[src/pkg/dcc_pkg.sv]
// Package: register map, field positions, reset values and types
package dcc_pkg;

  // ==========================================================
  // Register indices and byte addresses
  // ==========================================================
  localparam logic [7:0] FILTER_PATH_CONTROL_IDX = 8'h24;
  localparam logic [7:0] DECIMATION_CONFIG_IDX   = 8'h25;
  localparam logic [7:0] MIXER_CONTROL_IDX       = 8'h26;
  localparam int         ADDR_W                  = 10;
  localparam logic [9:0] FILTER_PATH_CONTROL_ADDR =
    {FILTER_PATH_CONTROL_IDX, 2'b00};
  localparam logic [9:0] DECIMATION_CONFIG_ADDR   =
    {DECIMATION_CONFIG_IDX, 2'b00};
  localparam logic [9:0] MIXER_CONTROL_ADDR       =
    {MIXER_CONTROL_IDX, 2'b00};

  // ==========================================================
  // Reset values
  // ==========================================================
  localparam logic [7:0] FILTER_PATH_CONTROL_RST = 8'h00;
  localparam logic [7:0] DECIMATION_CONFIG_RST   = 8'h00;
  localparam logic [7:0] MIXER_CONTROL_RST       = 8'h00;

  // ==========================================================
  // Field positions
  // ==========================================================
  localparam int ROUTE_LSB        = 3;
  localparam int PATH_SEL_BIT     = 2;
  localparam int DOWNCONVERTER_ENABLE_BIT       = 1;
  localparam int ROUTE_EN_BIT     = 7;
  localparam int DECIM_LSB        = 4;
  localparam int REAL_OUT_BIT     = 3;
  localparam int PHASE_INV_BIT    = 0;
  localparam int GAIN_A_LSB       = 6;
  localparam int OSC_RST_A_BIT    = 5;
  localparam int QMIX_A_BIT       = 4;
  localparam int GAIN_B_LSB       = 2;
  localparam int OSC_RST_B_BIT    = 1;
  localparam int QMIX_B_BIT       = 0;

  // ==========================================================
  // Codes
  // ==========================================================
  localparam logic [1:0] ROUTE_A_ONLY = 2'h0;
  localparam logic [1:0] ROUTE_A_BOTH = 2'h1;
  localparam logic [2:0] DECIM_MAX    = 3'h5;
  localparam logic [1:0] GAIN_MAX     = 2'h2;
  localparam int         FREQ_W       = 32;

  // Per-channel controls for one filter channel
  typedef struct packed {
    logic       enable;      // Filter channel runs
    logic [1:0] src;         // 0 none, 1 converter A
    logic       real_mode;   // Low-pass only, no mixing
    logic       quarter_mix; // Mix at quarter sample rate
    logic       phase_inv;   // Oscillator phase inverted
    logic [1:0] gain;        // 0, 3 or 6 dB after mixer
    logic [2:0] decim;       // Decimation ratio code
  } dcc_chan_s;

endpackage

[src/hdl/dcc_osc_ctl.sv]
// Oscillator control for one channel: frequency load and phase reset
`timescale 1ns/100ps
module dcc_osc_ctl
#(
  parameter int FW = 32 // Frequency word width
)
(
  input  wire logic          clk,       // System clock
  input  wire logic          srst,      // Synchronous reset
  input  wire logic          ce,        // Clock enable
  input  wire logic          restart,   // Reset phase, load freq
  input  wire logic          run,       // Mixer active
  input  wire logic          inv,       // Invert phase
  input  wire logic [FW-1:0] freq_in,   // Programmed frequency word
  output logic      [FW-1:0] phase      // Phase accumulator out
);

  logic [FW-1:0] freq_r;
  logic [FW-1:0] freq_nxt;
  logic [FW-1:0] acc_r;
  logic [FW-1:0] acc_nxt;

  // ==========================================================
  // Frequency is only taken at a restart so a half-written
  // word never disturbs the running oscillator
  // ==========================================================
  always_comb
  begin
    freq_nxt = freq_r;
    acc_nxt  = acc_r;
    if (restart)
    begin
      freq_nxt = freq_in;
      acc_nxt  = '0;
    end
    else if (run)
      acc_nxt = acc_r + freq_r;
  end

  always_ff @(posedge clk)
  begin
    if (srst)
    begin
      freq_r <= '0;
      acc_r  <= '0;
    end
    else if (ce)
    begin
      freq_r <= freq_nxt;
      acc_r  <= acc_nxt;
    end
  end

  // Inversion is a half-turn offset of the phase
  assign phase = inv ? (acc_r ^ {1'b1, {(FW-1){1'b0}}}) : acc_r;

endmodule

[src/hdl/dcc_regs.sv]
// Register bank steering the optional decimating feature path
`timescale 1ns/100ps
module dcc_regs
#(
  parameter int FW = dcc_pkg::FREQ_W // Frequency word width
)
(
  input  wire logic                      clk,       // 20 MHz clock
  input  wire logic                      srst,      // Sync reset
  input  wire logic                      ce,        // Clock enable
  input  wire logic [dcc_pkg::ADDR_W-1:0] addr,     // Byte address
  input  wire logic [31:0]               wdata,     // Write data
  input  wire logic                      wr,        // Write strobe
  input  wire logic                      rd,        // Read strobe
  output logic      [31:0]               rdata,     // Read data
  input  wire logic [FW-1:0]             freq_a,    // Freq word A
  input  wire logic [FW-1:0]             freq_b,    // Freq word B
  output logic                           feature_path_select, // Path
  output logic                           scrambler_allow, // Path ok
  output dcc_pkg::dcc_chan_s             chan_a,    // Channel A ctl
  output dcc_pkg::dcc_chan_s             chan_b,    // Channel B ctl
  output logic [FW-1:0]                  phase_a,   // Osc phase A
  output logic [FW-1:0]                  phase_b    // Osc phase B
);

  // ==========================================================
  // Storage
  // ==========================================================
  logic [7:0]  fpc_r;
  logic [7:0]  fpc_nxt;
  logic [7:0]  dcfg_r;
  logic [7:0]  dcfg_nxt;
  logic [7:0]  mix_r;
  logic [7:0]  mix_nxt;
  logic [31:0] rdata_r;
  logic [31:0] rdata_nxt;
  logic        path_r;
  logic        path_nxt;
  dcc_pkg::dcc_chan_s ca_r;
  dcc_pkg::dcc_chan_s ca_nxt;
  dcc_pkg::dcc_chan_s cb_r;
  dcc_pkg::dcc_chan_s cb_nxt;
  logic        rst_pulse_a;
  logic        rst_pulse_b;
  logic [FW-1:0] ph_a;
  logic [FW-1:0] ph_b;
  logic [FW-1:0] pha_r;
  logic [FW-1:0] phb_r;

  // ==========================================================
  // Bus writes and reads; all eight bits stored, reserved too
  // ==========================================================
  always_comb
  begin
    fpc_nxt   = fpc_r;
    dcfg_nxt  = dcfg_r;
    mix_nxt   = mix_r;
    rdata_nxt = 32'h0000_0000;
    if (wr)
    begin
      case (addr)
        dcc_pkg::FILTER_PATH_CONTROL_ADDR: fpc_nxt  = wdata[7:0];
        dcc_pkg::DECIMATION_CONFIG_ADDR:   dcfg_nxt = wdata[7:0];
        dcc_pkg::MIXER_CONTROL_ADDR:       mix_nxt  = wdata[7:0];
        default:                           fpc_nxt  = fpc_r;
      endcase
    end
    if (rd)
    begin
      case (addr)
        dcc_pkg::FILTER_PATH_CONTROL_ADDR: rdata_nxt = {24'h0, fpc_r};
        dcc_pkg::DECIMATION_CONFIG_ADDR:   rdata_nxt = {24'h0, dcfg_r};
        dcc_pkg::MIXER_CONTROL_ADDR:       rdata_nxt = {24'h0, mix_r};
        default:                           rdata_nxt = 32'h0000_0000;
      endcase
    end
  end

  always_ff @(posedge clk)
  begin
    if (srst)
    begin
      fpc_r   <= dcc_pkg::FILTER_PATH_CONTROL_RST;
      dcfg_r  <= dcc_pkg::DECIMATION_CONFIG_RST;
      mix_r   <= dcc_pkg::MIXER_CONTROL_RST;
      rdata_r <= 32'h0000_0000;
    end
    else if (ce)
    begin
      fpc_r   <= fpc_nxt;
      dcfg_r  <= dcfg_nxt;
      mix_r   <= mix_nxt;
      rdata_r <= rdata_nxt;
    end
  end

  // ==========================================================
  // Decode fields into per-channel controls
  // ==========================================================
  always_comb
  begin
    logic       feat;
    logic       ddc_on;
    logic       route_on;
    logic [1:0] route;
    logic [2:0] dec;
    logic       is_real;
    feat     = fpc_r[dcc_pkg::PATH_SEL_BIT];
    ddc_on   = feat & fpc_r[dcc_pkg::DOWNCONVERTER_ENABLE_BIT];
    route_on = dcfg_r[dcc_pkg::ROUTE_EN_BIT];
    route    = fpc_r[dcc_pkg::ROUTE_LSB +: 2];
    dec      = dcfg_r[dcc_pkg::DECIM_LSB +: 3];
    is_real  = dcfg_r[dcc_pkg::REAL_OUT_BIT];
    // Unused decimation codes fall back to bypass
    if (dec > dcc_pkg::DECIM_MAX)
      dec = 3'h0;
    path_nxt = feat;
    ca_nxt.enable      = ddc_on;
    ca_nxt.src         = 2'h1;    // Channel A always fed by A
    ca_nxt.real_mode   = is_real;
    ca_nxt.decim       = dec;
    ca_nxt.phase_inv   = dcfg_r[dcc_pkg::PHASE_INV_BIT];
    ca_nxt.gain        = is_real ? 2'h0
                                 : mix_r[dcc_pkg::GAIN_A_LSB +: 2];
    if (ca_nxt.gain > dcc_pkg::GAIN_MAX)
      ca_nxt.gain = 2'h0;
    // Quarter-rate mixing has no meaning without complex mixing
    ca_nxt.quarter_mix = ~is_real & mix_r[dcc_pkg::QMIX_A_BIT];
    // Channel B shares every common field with channel A
    cb_nxt = ca_nxt;
    // Channel B only sees data when the mux is on and says both
    cb_nxt.src = (route_on && route == dcc_pkg::ROUTE_A_BOTH)
                 ? 2'h1 : 2'h0;
    cb_nxt.enable = ddc_on & cb_nxt.src[0];
    cb_nxt.gain = is_real ? 2'h0
                          : mix_r[dcc_pkg::GAIN_B_LSB +: 2];
    if (cb_nxt.gain > dcc_pkg::GAIN_MAX)
      cb_nxt.gain = 2'h0;
    cb_nxt.quarter_mix = ~is_real & mix_r[dcc_pkg::QMIX_B_BIT];
  end

  always_ff @(posedge clk)
  begin
    if (srst)
    begin
      path_r <= 1'b0;
      ca_r   <= '0;
      cb_r   <= '0;
      pha_r  <= '0;
      phb_r  <= '0;
    end
    else if (ce)
    begin
      path_r <= path_nxt;
      ca_r   <= ca_nxt;
      cb_r   <= cb_nxt;
      pha_r  <= ph_a;
      phb_r  <= ph_b;
    end
  end

  // ==========================================================
  // Oscillator restart on either edge of the stored reset bits
  // ==========================================================
  // Rewriting the same value is no toggle, so no restart follows
  dcc_toggle_det u_tog_a
  (
    .clk    (clk),
    .srst   (srst),
    .ce     (ce),
    .bit_in (mix_r[dcc_pkg::OSC_RST_A_BIT]),
    .pulse  (rst_pulse_a)
  );

  dcc_toggle_det u_tog_b
  (
    .clk    (clk),
    .srst   (srst),
    .ce     (ce),
    .bit_in (mix_r[dcc_pkg::OSC_RST_B_BIT]),
    .pulse  (rst_pulse_b)
  );

  // Real mode forces a zero frequency so the oscillator idles
  dcc_osc_ctl #(.FW(FW)) u_osc_a
  (
    .clk     (clk),
    .srst    (srst),
    .ce      (ce),
    .restart (rst_pulse_a),
    .run     (ca_r.enable & ~ca_r.real_mode),
    .inv     (ca_r.phase_inv),
    .freq_in (ca_r.real_mode ? '0 : freq_a),
    .phase   (ph_a)
  );

  dcc_osc_ctl #(.FW(FW)) u_osc_b
  (
    .clk     (clk),
    .srst    (srst),
    .ce      (ce),
    .restart (rst_pulse_b),
    .run     (cb_r.enable & ~cb_r.real_mode),
    .inv     (cb_r.phase_inv),
    .freq_in (cb_r.real_mode ? '0 : freq_b),
    .phase   (ph_b)
  );

  // ==========================================================
  // Outputs, all from flip-flops
  // ==========================================================
  assign rdata               = rdata_r;
  assign feature_path_select = path_r;
  assign scrambler_allow     = path_r;
  assign chan_a              = ca_r;
  assign chan_b              = cb_r;
  assign phase_a             = pha_r;
  assign phase_b             = phb_r;

endmodule

[src/hdl/dcc_toggle_det.sv]
// Edge detector: one-cycle pulse on any change of a stored bit
`timescale 1ns/100ps
module dcc_toggle_det
(
  input  wire logic clk,    // System clock
  input  wire logic srst,   // Synchronous reset
  input  wire logic ce,     // Clock enable
  input  wire logic bit_in, // Stored register bit
  output logic      pulse   // One cycle per change
);

  logic prev_r;
  logic prev_nxt;
  logic pulse_r;
  logic pulse_nxt;

  // ==========================================================
  // Compare against last value; either edge counts
  // ==========================================================
  always_comb
  begin
    prev_nxt  = bit_in;
    pulse_nxt = bit_in ^ prev_r;
  end

  always_ff @(posedge clk)
  begin
    if (srst)
    begin
      prev_r  <= 1'b0;
      pulse_r <= 1'b0;
    end
    else if (ce)
    begin
      prev_r  <= prev_nxt;
      pulse_r <= pulse_nxt;
    end
  end

  assign pulse = pulse_r;

endmodule

[config.mk]
export PLATFORM = sky130hd
export DESIGN_NAME = dcc_regs
export DESIGN_NICKNAME = d
export VERILOG_FILES = /design/src/pkg/dcc_pkg.sv /design/src/hdl/dcc_osc_ctl.sv /design/src/hdl/dcc_regs.sv /design/src/hdl/dcc_toggle_det.sv
export SDC_FILE = /design/constraint.sdc
export NUM_CORES = 1
export LEC_CHECK = 0
export BUFFER_PORTS_ARGS = -buffer_cell sky130_fd_sc_hd__clkbuf_2
export CAP_MARGIN = 20
export CORE_UTILIZATION = 44
export CTS_CLUSTER_DIAMETER = 60
export DETAILED_ROUTE_END_ITERATION = 6
export GPL_ROUTABILITY_DRIVEN = 0
export GPL_TIMING_DRIVEN = 1
export PLACE_DENSITY_LB_ADDON = 0.1
export SYNTH_ARGS = -nofsm -noshare
export SYNTH_HDL_FRONTEND = slang
export SYNTH_SLANG_ARGS = --single-unit
[constraint.sdc]
create_clock -name clk -period 2.99 [get_ports clk]
set_input_delay 0.598 -clock clk [delete_from_list [all_inputs] [get_ports clk]]
set_output_delay 0.598 -clock clk [all_outputs]
set_load 0.005 [all_outputs]
== Yosys cells after proc, flatten, opt, wreduce, memory -nomap -nowiden ==
Index checks and enable logic that the tools add are counted.
Storage, ports and cells
  output and inout bits: 120
  word-level logic and storage cells: 73
  register bits: 269
Cells by class
  order comparisons: 3
  add/sub/neg operators: 2
  mux-type cells: 16
  reductions and logical operators: 10
  bitwise logic cells: 12
  equality and inequality tests: 4
Operator list (number)
  $mux 32: 8
  $add 32x32->32: 2
  $eq 10x8->1 const B: 3
  $pmux 8 s3: 1
  $reduce_and 3->1: 3
  $mux 2: 4
  $mux 8: 1
  $reduce_and 2->1: 4
  $and 1x1->1: 6
  $gt 2x2->1 const B: 2
  $not 1->1: 4
  $reduce_bool 2->1: 2
  $gt 3x3->1 const B: 1
  $mux 3: 1
  $eq 2x1->1 const B: 1
  $xor 1x1->1: 2
  $logic_and 1x1->1: 1
  $mux 1: 1

== Logic depth before layout (Yosys ltp) ==
Gate-level depths: netlist of the first run.
  word-level depth: 4
  mapped depth: 12

== By module ==
From an unflattened synthesis of the first run, not the netlist that was laid out.
Unflattened totals
  cell total of the unflattened synthesis: 1552
  area total of the unflattened synthesis: 13180.1 um^2
Modules (own cells, without submodules)
  dcc_regs: cells an instance 519, area an instance 4998.5 um^2, times used 1
  dcc_osc_ctl (u_osc_a): cells an instance 533, area an instance 4071.4 um^2, times used 1
  dcc_osc_ctl (u_osc_b): cells an instance 486, area an instance 3952.5 um^2, times used 1
  dcc_toggle_det: cells an instance 7, area an instance 78.8 um^2, times used 2

== Worst setup path before layout of the first run ==
Ideal clock, no wire load.
  path type: register to register
  from: reg u_osc_b.acc_r[0]
  to: reg u_osc_b.acc_r[28]
  stages on the path, launching flop included: 13
  period minus slack after synthesis: 2.516 ns
  data arrival time: 2.399 ns
  setup time: 0.117 ns
  path slack: 0.474 ns
  data required time: 2.873 ns
  path buffers: 0
  cell sequence: dfxtp_1 -> ha_1 -> inv_1 -> fa_1 -> nor2b_1 -> o31a_1 -> o221ai_2 -> a21o_1 -> a21oi_2 -> o41ai_4 -> o211ai_1 -> xor2_1 -> a22o_1
Between the ends
  word-level cells in the longest chain between the ends: 3
Ends and longest elaborated chain
  start: declaration: line dcc_osc_ctl.sv:20  | logic [FW-1:0] acc_r;
  start signal: assignment: line dcc_osc_ctl.sv:50  | acc_r <= acc_nxt;
  $add 32x32->32: line dcc_osc_ctl.sv:37  | acc_nxt = acc_r + freq_r;
  $mux 32: line dcc_osc_ctl.sv:36  | else if (run)
  $mux 32: line dcc_osc_ctl.sv:31  | if (restart)
No other way between the ends. The select of a mux whose other input is x is not followed.
A chain may end at the register's enable or synchronous reset.

== Worst setup path after layout of the first run ==
  from: reg u_osc_a.acc_r[1]
  to: reg u_osc_a.acc_r[31]
Between the ends
  word-level cells in the longest chain between the ends: 3
Ends and longest elaborated chain (line)
  start: declaration: dcc_osc_ctl.sv:20
  start signal: assignment: dcc_osc_ctl.sv:50
  $add 32x32->32: dcc_osc_ctl.sv:37
  $mux 32: dcc_osc_ctl.sv:36
  $mux 32: dcc_osc_ctl.sv:31
No other way between the ends. The select of a mux whose other input is x is not followed.

==> results.md, run 1 <==
- The number of global-route vias before repair is 9408.
- The root buffer cell chosen for the clock tree is sky130_fd_sc_hd__clkbuf_16.
- In this run the cell area of the synthesized design comes to 12400 um^2.
- The die is 169.9 um wide.
- The count of standard-cell rows is a little over 60.
- Data on the critical path is required at its endpoint by around 3.4 ns.
- The final number of max-transition violations was 0.
- The first TritonRoute pass finished after 4 iterations.
- After clock tree synthesis, the flow added hold-fix buffers numbering 0.
- The sort of element at the start of the critical path is a flop.
- The number of buffers added by the clock tree synthesis step is 29.
- Synthesis produced a netlist whose cell count is approximately 1400.
- The endpoint of the worst register-to-register path is u_osc_a.acc_r[31]$_SDFFE_PP0P_.
- The number of flip-flops and latches in the synthesized netlist is 244.
- The switching power total is ~1.6 mW.
- The number of nets at the end of the flow is roughly 1800.
- Setup repair after global routing left no endpoint under its margin.
- For this run, asynchronously set or reset flops after synthesis account for 0%.
- The first-pass GRT wire length is approximately 48000 um.
- The share of the clock period used by the worst path is between 90% and 100%.
- The worst setup path is captured at a flop.
- The pin count of the biggest net entering global routing is approximately 210.
- Among all stages on the critical path, the largest delay is contributed by sky130_fd_sc_hd__a211oi_2.
- The peak supply drop is roughly 0.36 mV.
- Derived from the worst setup path, the maximum achievable clock frequency is roughly 0.35 GHz.
- Global routing used between 20% and 30% of the available tracks across all layers.
- The wire-length estimate of the detail-placed layout is between 20000 and 25000 um.
- Counting along the longest clock path gives a buffer depth of 3.
- The clock tree skew after final layout is roughly 0.0069 ns.
- The sum of overflow across all layers after global routing is 0.
- After floorplanning, the core was sized to cover between 20000 and 30000 um^2.
- The number of hold-slack violations in the final timing report is 0.
- The flow ran to the end, and the final reports show no timing, DRC or antenna violations.
- The Yosys step of the flow raised 0 warnings.
- The total power density per cell area is slightly below 500 nW/um^2.
- The sequential share of power is roughly 46%.
- For this block, the initial DRC count from the detailed router was around 440.
- The worst hold path belongs to the class input pin to flop.
- TritonCTS built the clock tree.
- Sorting the synthesized cells by area gives the leading types as sky130_fd_sc_hd__dfxtp_1 39%, sky130_fd_sc_hd__mux2i_1 8.4%, sky130_fd_sc_hd__nor2_1 6.7%.
- The starting density of the core is 44.64%.
- The clock reaches the later pin of the worst-skew pair after about 0.53 ns.
- The part of the total power dissipated in combinational logic is between 4 and 5%.
- Setup violations remaining at the end of the flow were counted as 0.
- The wire length after detailed routing is approximately 30000 um.
- The average wire per standard cell is approximately 15 um.
- The clock network is responsible for 48.7% of the overall power.
- The smallest clock period supported by the final layout is computed as 2.844 ns.
- In this run the vertical extent of the chip is approximately 170 um.
- The clock transition at the register clock pins on the worst setup and hold paths after CTS is approximately 0.060 ns.
- The switching share of power is between 20 and 25%.
- The setup slack on the worst flop-to-flop path is roughly 0.15 ns.
- The worst register-to-register path has a depth of 10.
- Data arrives at the worst endpoint at roughly 3.3 ns.
- The number of antenna violations at the first check in global routing is 0.
- The floorplan step defined a die boundary enclosing 28860 um^2.
- After detailed routing, the number of vias per cell comes to a little over 5.
- Across the run, the number of max-cap violations was 0.
- The largest area contributor in the netlist is sky130_fd_sc_hd__dfxtp_1.
- Counting distinct cell types in the post-synthesis netlist gives 73.
- The largest incremental delay on the critical path is 0.42 ns.
- In this run the remaining antenna-violating nets after routing total 0.
- The number of antenna diodes in the final layout is 0.
- Averaged over all synthesized cells, the footprint is 8.691 um^2.
- In this run the tool buffered the top-level ports with 180 buffer cells.
- The synthesis-to-layout area growth is 17.47%.
- The share of the Yosys chip area taken by registers is 39.39%.
- Counting tap cells, the placed design contains a total of about 1900 instances.
- The number of standard cells in the layout, taps in and fillers out is 1980.
- Detailed routing inserted a total of 10250 vias.
- The worst setup path is of the flop to flop kind.
- CTS built an H-tree with a depth of 1.
- The flip-flop cell with the highest count after synthesis is sky130_fd_sc_hd__dfxtp_1.
- In the routed design, unresolved DRC markers number 0.
- The setup total negative slack is 0 ns.
- The pin slew with the least headroom to its limit is between 1 and 1.5 ns.
- The number of flops mapped to enable cells by yosys is 0.
- Traced cell by cell, the critical path runs through ha_1, a211oi_1, o2111ai_2, nand4_1, a211oi_2, nor3b_2, o31a_1, o211a_1, o31ai_1, nand3_1.
- The number of top-level design ports is between 200 and 250.
- The internal power is 5.517 mW.
- The termination of the worst setup path is u_osc_a.acc_r[31]$_SDFFE_PP0P_.
- The share of the synthesized area in the top cell type is just under 40%.
- Summed over all cells, the static leakage comes to around 6.4 nW.
- Counting every sink on the clock net gives 244.
- The highest fanout seen on the critical path is 5.
- The first element of the critical path is u_osc_a.acc_r[1]$_SDFFE_PP0P_.
- The worst register-to-register path begins at u_osc_a.acc_r[1]$_SDFFE_PP0P_.
- Headroom to the max-slew limit came out at approximately 23%.
- In the final layout, the share of cells above drive strength 1 is between 10% and 20%.
-- power groups by stage --
stage / clock, mW / sequential (mW) / combinational (mW)
final: 3.46 / 3.30 / 0.345
after global routing: 3.70 / 3.30 / 0.383
after CTS: 3.56 / 3.29 / 0.349
after detailed placement: 0 / 3.37 / 0.347
after global placement: 0 / 3.37 / 0.346
after floorplan: 0 / 3.36 / 0.253
-- how the worst min path moves through the flow --
stage	start	endpoint	slack (ns)	depth (start not counted)
after global placement	chan_a[8]$_SDFFE_PP0P_	chan_a[8]$_SDFFE_PP0P_	0.45	2
after global routing	wdata[7]	dcfg_r[7]$_SDFFE_PP0P_	0.34	3
after detailed placement	chan_a[8]$_SDFFE_PP0P_	chan_a[8]$_SDFFE_PP0P_	0.46	2
after CTS	wdata[1]	fpc_r[1]$_SDFFE_PP0P_	0.32	3
after floorplan	u_osc_b.acc_r[30]$_SDFFE_PP0P_	u_osc_b.acc_r[30]$_SDFFE_PP0P_	0.44	2
final	wdata[1]	fpc_r[1]$_SDFFE_PP0P_	0.34	3
-- cell families (layout without fill, tap and decap cells) --
kind of cell | Yosys count | count (layout) | share of synthesized area [%]
and+or+nand+nor | 491 | 491 | 19.66
AOI/OAI and AO/OA | 344 | 344 | 17.49
DFF | 244 | 244 | 39.39
buffers and inverters | 129 | 279 | 4.923
muxes | 104 | 104 | 8.394
adders and majority gates | 64 | 64 | 6.578
xor gates and xnor gates | 50 | 50 | 3.531
other | 1 | 26 | 0.03024
-- synth_stat cells, types with 6 or more instances --
master	number
sky130_fd_sc_hd__o21ai_0	65
sky130_fd_sc_hd__a21oi_1	137
sky130_fd_sc_hd__xor2_1	15
sky130_fd_sc_hd__and2_1	7
sky130_fd_sc_hd__dfxtp_1	244
sky130_fd_sc_hd__buf_4	33
sky130_fd_sc_hd__nor3b_1	70
sky130_fd_sc_hd__nand3b_1	6
sky130_fd_sc_hd__o21bai_1	9
sky130_fd_sc_hd__a211oi_1	11
sky130_fd_sc_hd__nand4_1	7
sky130_fd_sc_hd__a22oi_1	23
sky130_fd_sc_hd__or3_1	7
sky130_fd_sc_hd__o21a_1	12
sky130_fd_sc_hd__mux2i_1	104
sky130_fd_sc_hd__nor2_1	221
sky130_fd_sc_hd__nor2b_1	25
sky130_fd_sc_hd__clkbuf_1	60
sky130_fd_sc_hd__nor3_1	11
sky130_fd_sc_hd__nand2b_1	16
sky130_fd_sc_hd__nand2_1	74
sky130_fd_sc_hd__inv_1	19
sky130_fd_sc_hd__xnor2_1	35
sky130_fd_sc_hd__a21o_1	30
sky130_fd_sc_hd__ha_1	62
sky130_fd_sc_hd__nand3_1	16
sky130_fd_sc_hd__and3_1	10
sky130_fd_sc_hd__buf_1	15
-- cells in the final DEF, fill, tap and decap left out, types with 7 or more instances in the layout --
cell type,n
sky130_fd_sc_hd__a211oi_1,10
sky130_fd_sc_hd__a21o_1,30
sky130_fd_sc_hd__a21oi_1,135
sky130_fd_sc_hd__a22oi_1,23
sky130_fd_sc_hd__and2_1,7
sky130_fd_sc_hd__and3_1,10
sky130_fd_sc_hd__buf_4,26
sky130_fd_sc_hd__clkbuf_16,29
sky130_fd_sc_hd__clkbuf_2,178
sky130_fd_sc_hd__conb_1,26
sky130_fd_sc_hd__dfxtp_1,243
sky130_fd_sc_hd__ha_1,61
sky130_fd_sc_hd__inv_1,19
sky130_fd_sc_hd__mux2i_1,104
sky130_fd_sc_hd__nand2_1,72
sky130_fd_sc_hd__nand2b_1,16
sky130_fd_sc_hd__nand3_1,16
sky130_fd_sc_hd__nand4_1,7
sky130_fd_sc_hd__nor2_1,221
sky130_fd_sc_hd__nor2b_1,23
sky130_fd_sc_hd__nor3_1,11
sky130_fd_sc_hd__nor3b_1,69
sky130_fd_sc_hd__o21a_1,12
sky130_fd_sc_hd__o21ai_0,63
sky130_fd_sc_hd__o21bai_1,9
sky130_fd_sc_hd__or3_1,7
sky130_fd_sc_hd__xnor2_1,35
sky130_fd_sc_hd__xor2_1,15
-- worst max-delay path, delay by kind of cell (launching register included) --
kind | cells | cell delay, ns
AOI/OAI and AO/OA | 6 | 1.66
adders and majority gates | 1 | 0.31
DFF | 1 | 0.34
and+or+nand+nor | 3 | 0.41
-- per-stage QoR --
step	worst slack, ns	power [mW]	cell area (um^2)	utilization (%)	hold WS (ns)
2_1_floorplan	0.4742	3.612	12500	-	0.4425
3_3_place_gp	0.1530	3.711	13540	48.72	0.4476
3_5_place_dp	0.1600	3.713	13540	48.72	0.4571
4_1_cts	0.1321	7.203	14490	52.16	0.3236
5_1_grt	0.01306	7.375	14570	52.44	0.3361
6_report	0.1460	7.100	14570	52.44	0.3447
-- metal layers --
layer	up-vias	track usage, %	wire, um
met2	190	34.11	13920
met5	-	0	0
li1	5296	-	-
met4	0	5.210	678
met1	4724	27.23	14300
met3	40	3.070	1176
-- cell type report --
type	instances	area [um^2]
clock inverter	12	123.9
clock buffer	41	830.8
sequential	244	4886
multi-input combinational	1079	7047
timing repair buffer	207	1137
fill	2750	13210
inverter	19	71.32
tap	378	473.0
-- state kept, by name, indices dropped and copies added (netlist names) --
register / cells
chan_a: 5
chan_b: 10
dcfg_r: 8
feature_path_select: 1
fpc_r: 8
mix_r: 8
phase_a: 32
phase_b: 32
rdata: 8
u_osc_a.acc_r: 32
u_osc_a.freq_r: 32
u_osc_b.acc_r: 32
u_osc_b.freq_r: 32
u_tog_a.prev_r: 1
u_tog_a.pulse: 1
u_tog_b.prev_r: 1
u_tog_b.pulse: 1
-- repair_timing --
action                                  CTS  global route
buffers inserted                          0             5
gates resized for setup                   0            10
endpoints found under the setup margin    0             5
Note: power is estimated with default switching activity, not from simulation.
==> run 2: changes to the inputs <==
CTS_BUF_LIST = sky130_fd_sc_hd__clkbuf_8   (was unset)
==> run 2 against run 1 <==
Compared with the run above:
- hold slack got worse by 0.016 ns
- cell count rose by 1.4%
- first-iteration DRC count fell by 3.8%
- global-route usage rose by 0.33 points
- fmax up 0.24%
- non-clock buffer count did not move
- largest power group unchanged
- setup slack improved by 0.0068 ns
- critical endpoint unchanged
==> results.md, run 2 (synthesis results as in run 1) <==
- The total of max-cap violations is 0.
- The cell depth of the worst min-delay path is 3.
- The share of layout cells above drive strength 1 is roughly a fifth.
- The critical hold path startpoint is wdata[7].
- The later-pin clock latency in the skew report is 0.55 ns.
- The pre-CTS setup slack is roughly 0.16 ns.
- The worst setup path is launched from a flop.
- The tree is rooted in a sky130_fd_sc_hd__clkbuf_8.
- From synthesis to final layout, the design area changed by 17.67%.
- The die is approximately 170 um wide.
- The worst hold path terminates at fpc_r[7]$_SDFFE_PP0P_.
- The kind of end point of the critical path is a flop.
- In this run the tightest slew margin relative to its limit is between 20% and 30%.
- The fill cell total of the finished layout is approximately 2800.
- The length of the first detailed-routing pass in iterations is 5.
- The maximum clock path buffer count is 3.
- The average wire per standard cell is ~15 um.
- The number of antenna violations at the first check in global routing was 0.
- In this run the critical register-to-register path is launched from u_osc_a.acc_r[1]$_SDFFE_PP0P_.
- In the layout the commonest cells are 243 x sky130_fd_sc_hd__dfxtp_1, 221 x sky130_fd_sc_hd__nor2_1, 178 x sky130_fd_sc_hd__clkbuf_2, 135 x sky130_fd_sc_hd__a21oi_1, 104 x sky130_fd_sc_hd__mux2i_1.
- For the pin with the worst max-slew slack, the measured transition is between 1 and 1.5 ns.
- Global routing used 20.67% of the available tracks across all layers.
- The core region is ~28000 um^2.
- The count of routing violations after the opening detailed-route iteration is 426.
- The number of vias per cell after detailed routing is just over 5.
- The most common cell after layout, fill and taps aside is sky130_fd_sc_hd__dfxtp_1.
- Input and output buffers added on the ports amount to 180.
- Along the worst path, the maximum fanout reaches 5.
- 0 antenna diodes ended up in the layout.
- Global routing consumed, on the met3 layer, about 3.8% of the routing resources.
- The endpoint of the worst register-to-register path is u_osc_a.acc_r[31]$_SDFFE_PP0P_.
- During I/O placement, the number of pins put on the boundary was ~230.
- For this run, design rule violations remaining after detail routing come to 0.
- The class of the most critical hold timing path is input pin to flop.
- The number of cells on the worst reg-to-reg path is 10.
- The total die area is 28860 um^2.
- The final number of max-transition violations is 0.
- The remaining number of nets flagged by the antenna check after routing is 0.
- The count of standard-cell rows is 61.
- The run finished with clean final reports.
- The layer carrying the most global-route usage is met2.
- VDD sags by at most 0.4406 mV.
- After layout, the worst path uses between 90% and 100% of the clock period.
- The routed design could run at a clock period as short as roughly 2.8 ns.
- Buffers inserted during clock tree synthesis total 45.
- Setup slack on the critical path of the routed design comes to approximately 0.15 ns.
- The clock transition at the register clock pins on the worst setup and hold paths after CTS is 0.06 ns.
- The highest achievable clock rate is between 0.3 and 0.4 GHz.
- Setup repair after global routing left no endpoint under its margin.
- The first-pass GRT wire length is about 50000 um.
- The number of global-route vias before repair is between 9000 and 10000.
- In this run the register-to-register setup slack is 0.15 ns.
- The count of endpoints failing setup in the final report is 0.
- The worst path arrival time is approximately 3.3 ns.
- The met2 track utilization from global routing is 34.35%.
- Summing internal, switching and leakage power gives ~7 mW.
- Hold repair after CTS inserted 0 buffers.
- Once the floorplan was initialized, standard cells occupied between 40% and 50% of the core.
- In this run the power density over the cells is approximately 480 nW/um^2.
- The required time at the endpoint of the critical path is approximately 3.4 ns.
- The number of hold-slack violations in the final timing report is 0.
- The die is approximately 170 um tall.
- After global routing the overflow that remains totals 0.
- The setup total negative slack is 0 ns.
- The kind of critical path is flop to flop.
- The analysis attributes to cell leakage a power of 6.478 nW.
- The clock drives 244 sinks.
- TritonCTS built the clock tree.
- For this block, the routed nets add up to between 30000 and 40000 um of wire.
- The H-tree level count is 2.
- Entering global routing, the biggest net connects between 200 and 250 pins.
- The half-perimeter wire length after detailed placement is between 20000 and 25000 um.
- The clock tree skew after final layout is 0.01788 ns.
- Detailed routing inserted a total of 10370 vias.
- The number of nets at the end of the flow is about 1800.
- The global routing met1 resource utilization is a little over a quarter.
run 2: cell types whose count changed in the layout (fill, tap and decap cells not counted), sizes merged:
cell      delta
clkbuf      +20
inv         +10
clkinvlp     -3
clkinv       +1
run 2: per-layer routing:
layer / up-vias / share of wire [%]
li1: 5328 / -
met1: 4790 / 47
met2: 203 / 46
met3: 50 / 4.3
met4: 0 / 2.2
met5: - / 0
run 2: worst max path at each step:
stage | start | end | slack (ns) | cells past startpoint
after CTS | u_osc_a.acc_r[5]$_SDFFE_PP0P_ | u_osc_a.acc_r[31]$_SDFFE_PP0P_ | 0.12 | 10
after global routing | u_osc_a.acc_r[1]$_SDFFE_PP0P_ | u_osc_a.acc_r[31]$_SDFFE_PP0P_ | 0.004 | 10
after global placement | u_osc_b.acc_r[0]$_SDFFE_PP0P_ | u_osc_b.acc_r[28]$_SDFFE_PP0P_ | 0.15 | 12
after detailed placement | u_osc_b.acc_r[0]$_SDFFE_PP0P_ | u_osc_b.acc_r[30]$_SDFFE_PP0P_ | 0.16 | 12
after floorplan | u_osc_b.acc_r[0]$_SDFFE_PP0P_ | u_osc_b.acc_r[28]$_SDFFE_PP0P_ | 0.47 | 12
final | u_osc_a.acc_r[1]$_SDFFE_PP0P_ | u_osc_a.acc_r[31]$_SDFFE_PP0P_ | 0.15 | 10
run 2: through the flow:
stage	instances	hold WS, ns	util, %	instance area (um^2)
2_1_floorplan	1452	0.4425	-	12500
3_3_place_gp	1922	0.4476	48.72	13540
3_5_place_dp	1922	0.4571	48.72	13540
4_1_cts	2003	0.3159	52.24	14510
5_1_grt	2008	0.3211	52.53	14590
6_report	2008	0.3290	52.53	14590
run 2: what timing repair did:
item	in CTS	in global routing
setup endpoints to repair	0	6
resized for setup	0	10
buffers inserted	0	5
run 2: final cells by class:
class                      instances  area, um^2  area share, %
sequential                       244        4886          33.48
multi-input combinational       1079        7047          48.29
timing repair buffer             207        1137          7.794
clock buffer                      61       839.6          5.753
inverter                          19       71.32         0.4887
clock inverter                    20       138.9         0.9517
tap                              378       473.0          3.241
run 2: where the power goes:
part           leakage, nW  switching (mW)  internal [mW]
clock                0.549            1.40           1.98
combinational         3.96           0.206          0.139
sequential            1.97          0.0183           3.28
run 2: critical path: stages, from the launching register on:
cell and delay, ns:
sky130_fd_sc_hd__dfxtp_1 0.34, sky130_fd_sc_hd__ha_1 0.31, sky130_fd_sc_hd__a211oi_1 0.10, sky130_fd_sc_hd__o2111ai_2 0.26, sky130_fd_sc_hd__nand4_1 0.21, sky130_fd_sc_hd__a211oi_2 0.41
sky130_fd_sc_hd__nor3b_2 0.10, sky130_fd_sc_hd__o31a_1 0.39, sky130_fd_sc_hd__o211a_1 0.25, sky130_fd_sc_hd__o31ai_1 0.24, sky130_fd_sc_hd__nand3_1 0.10
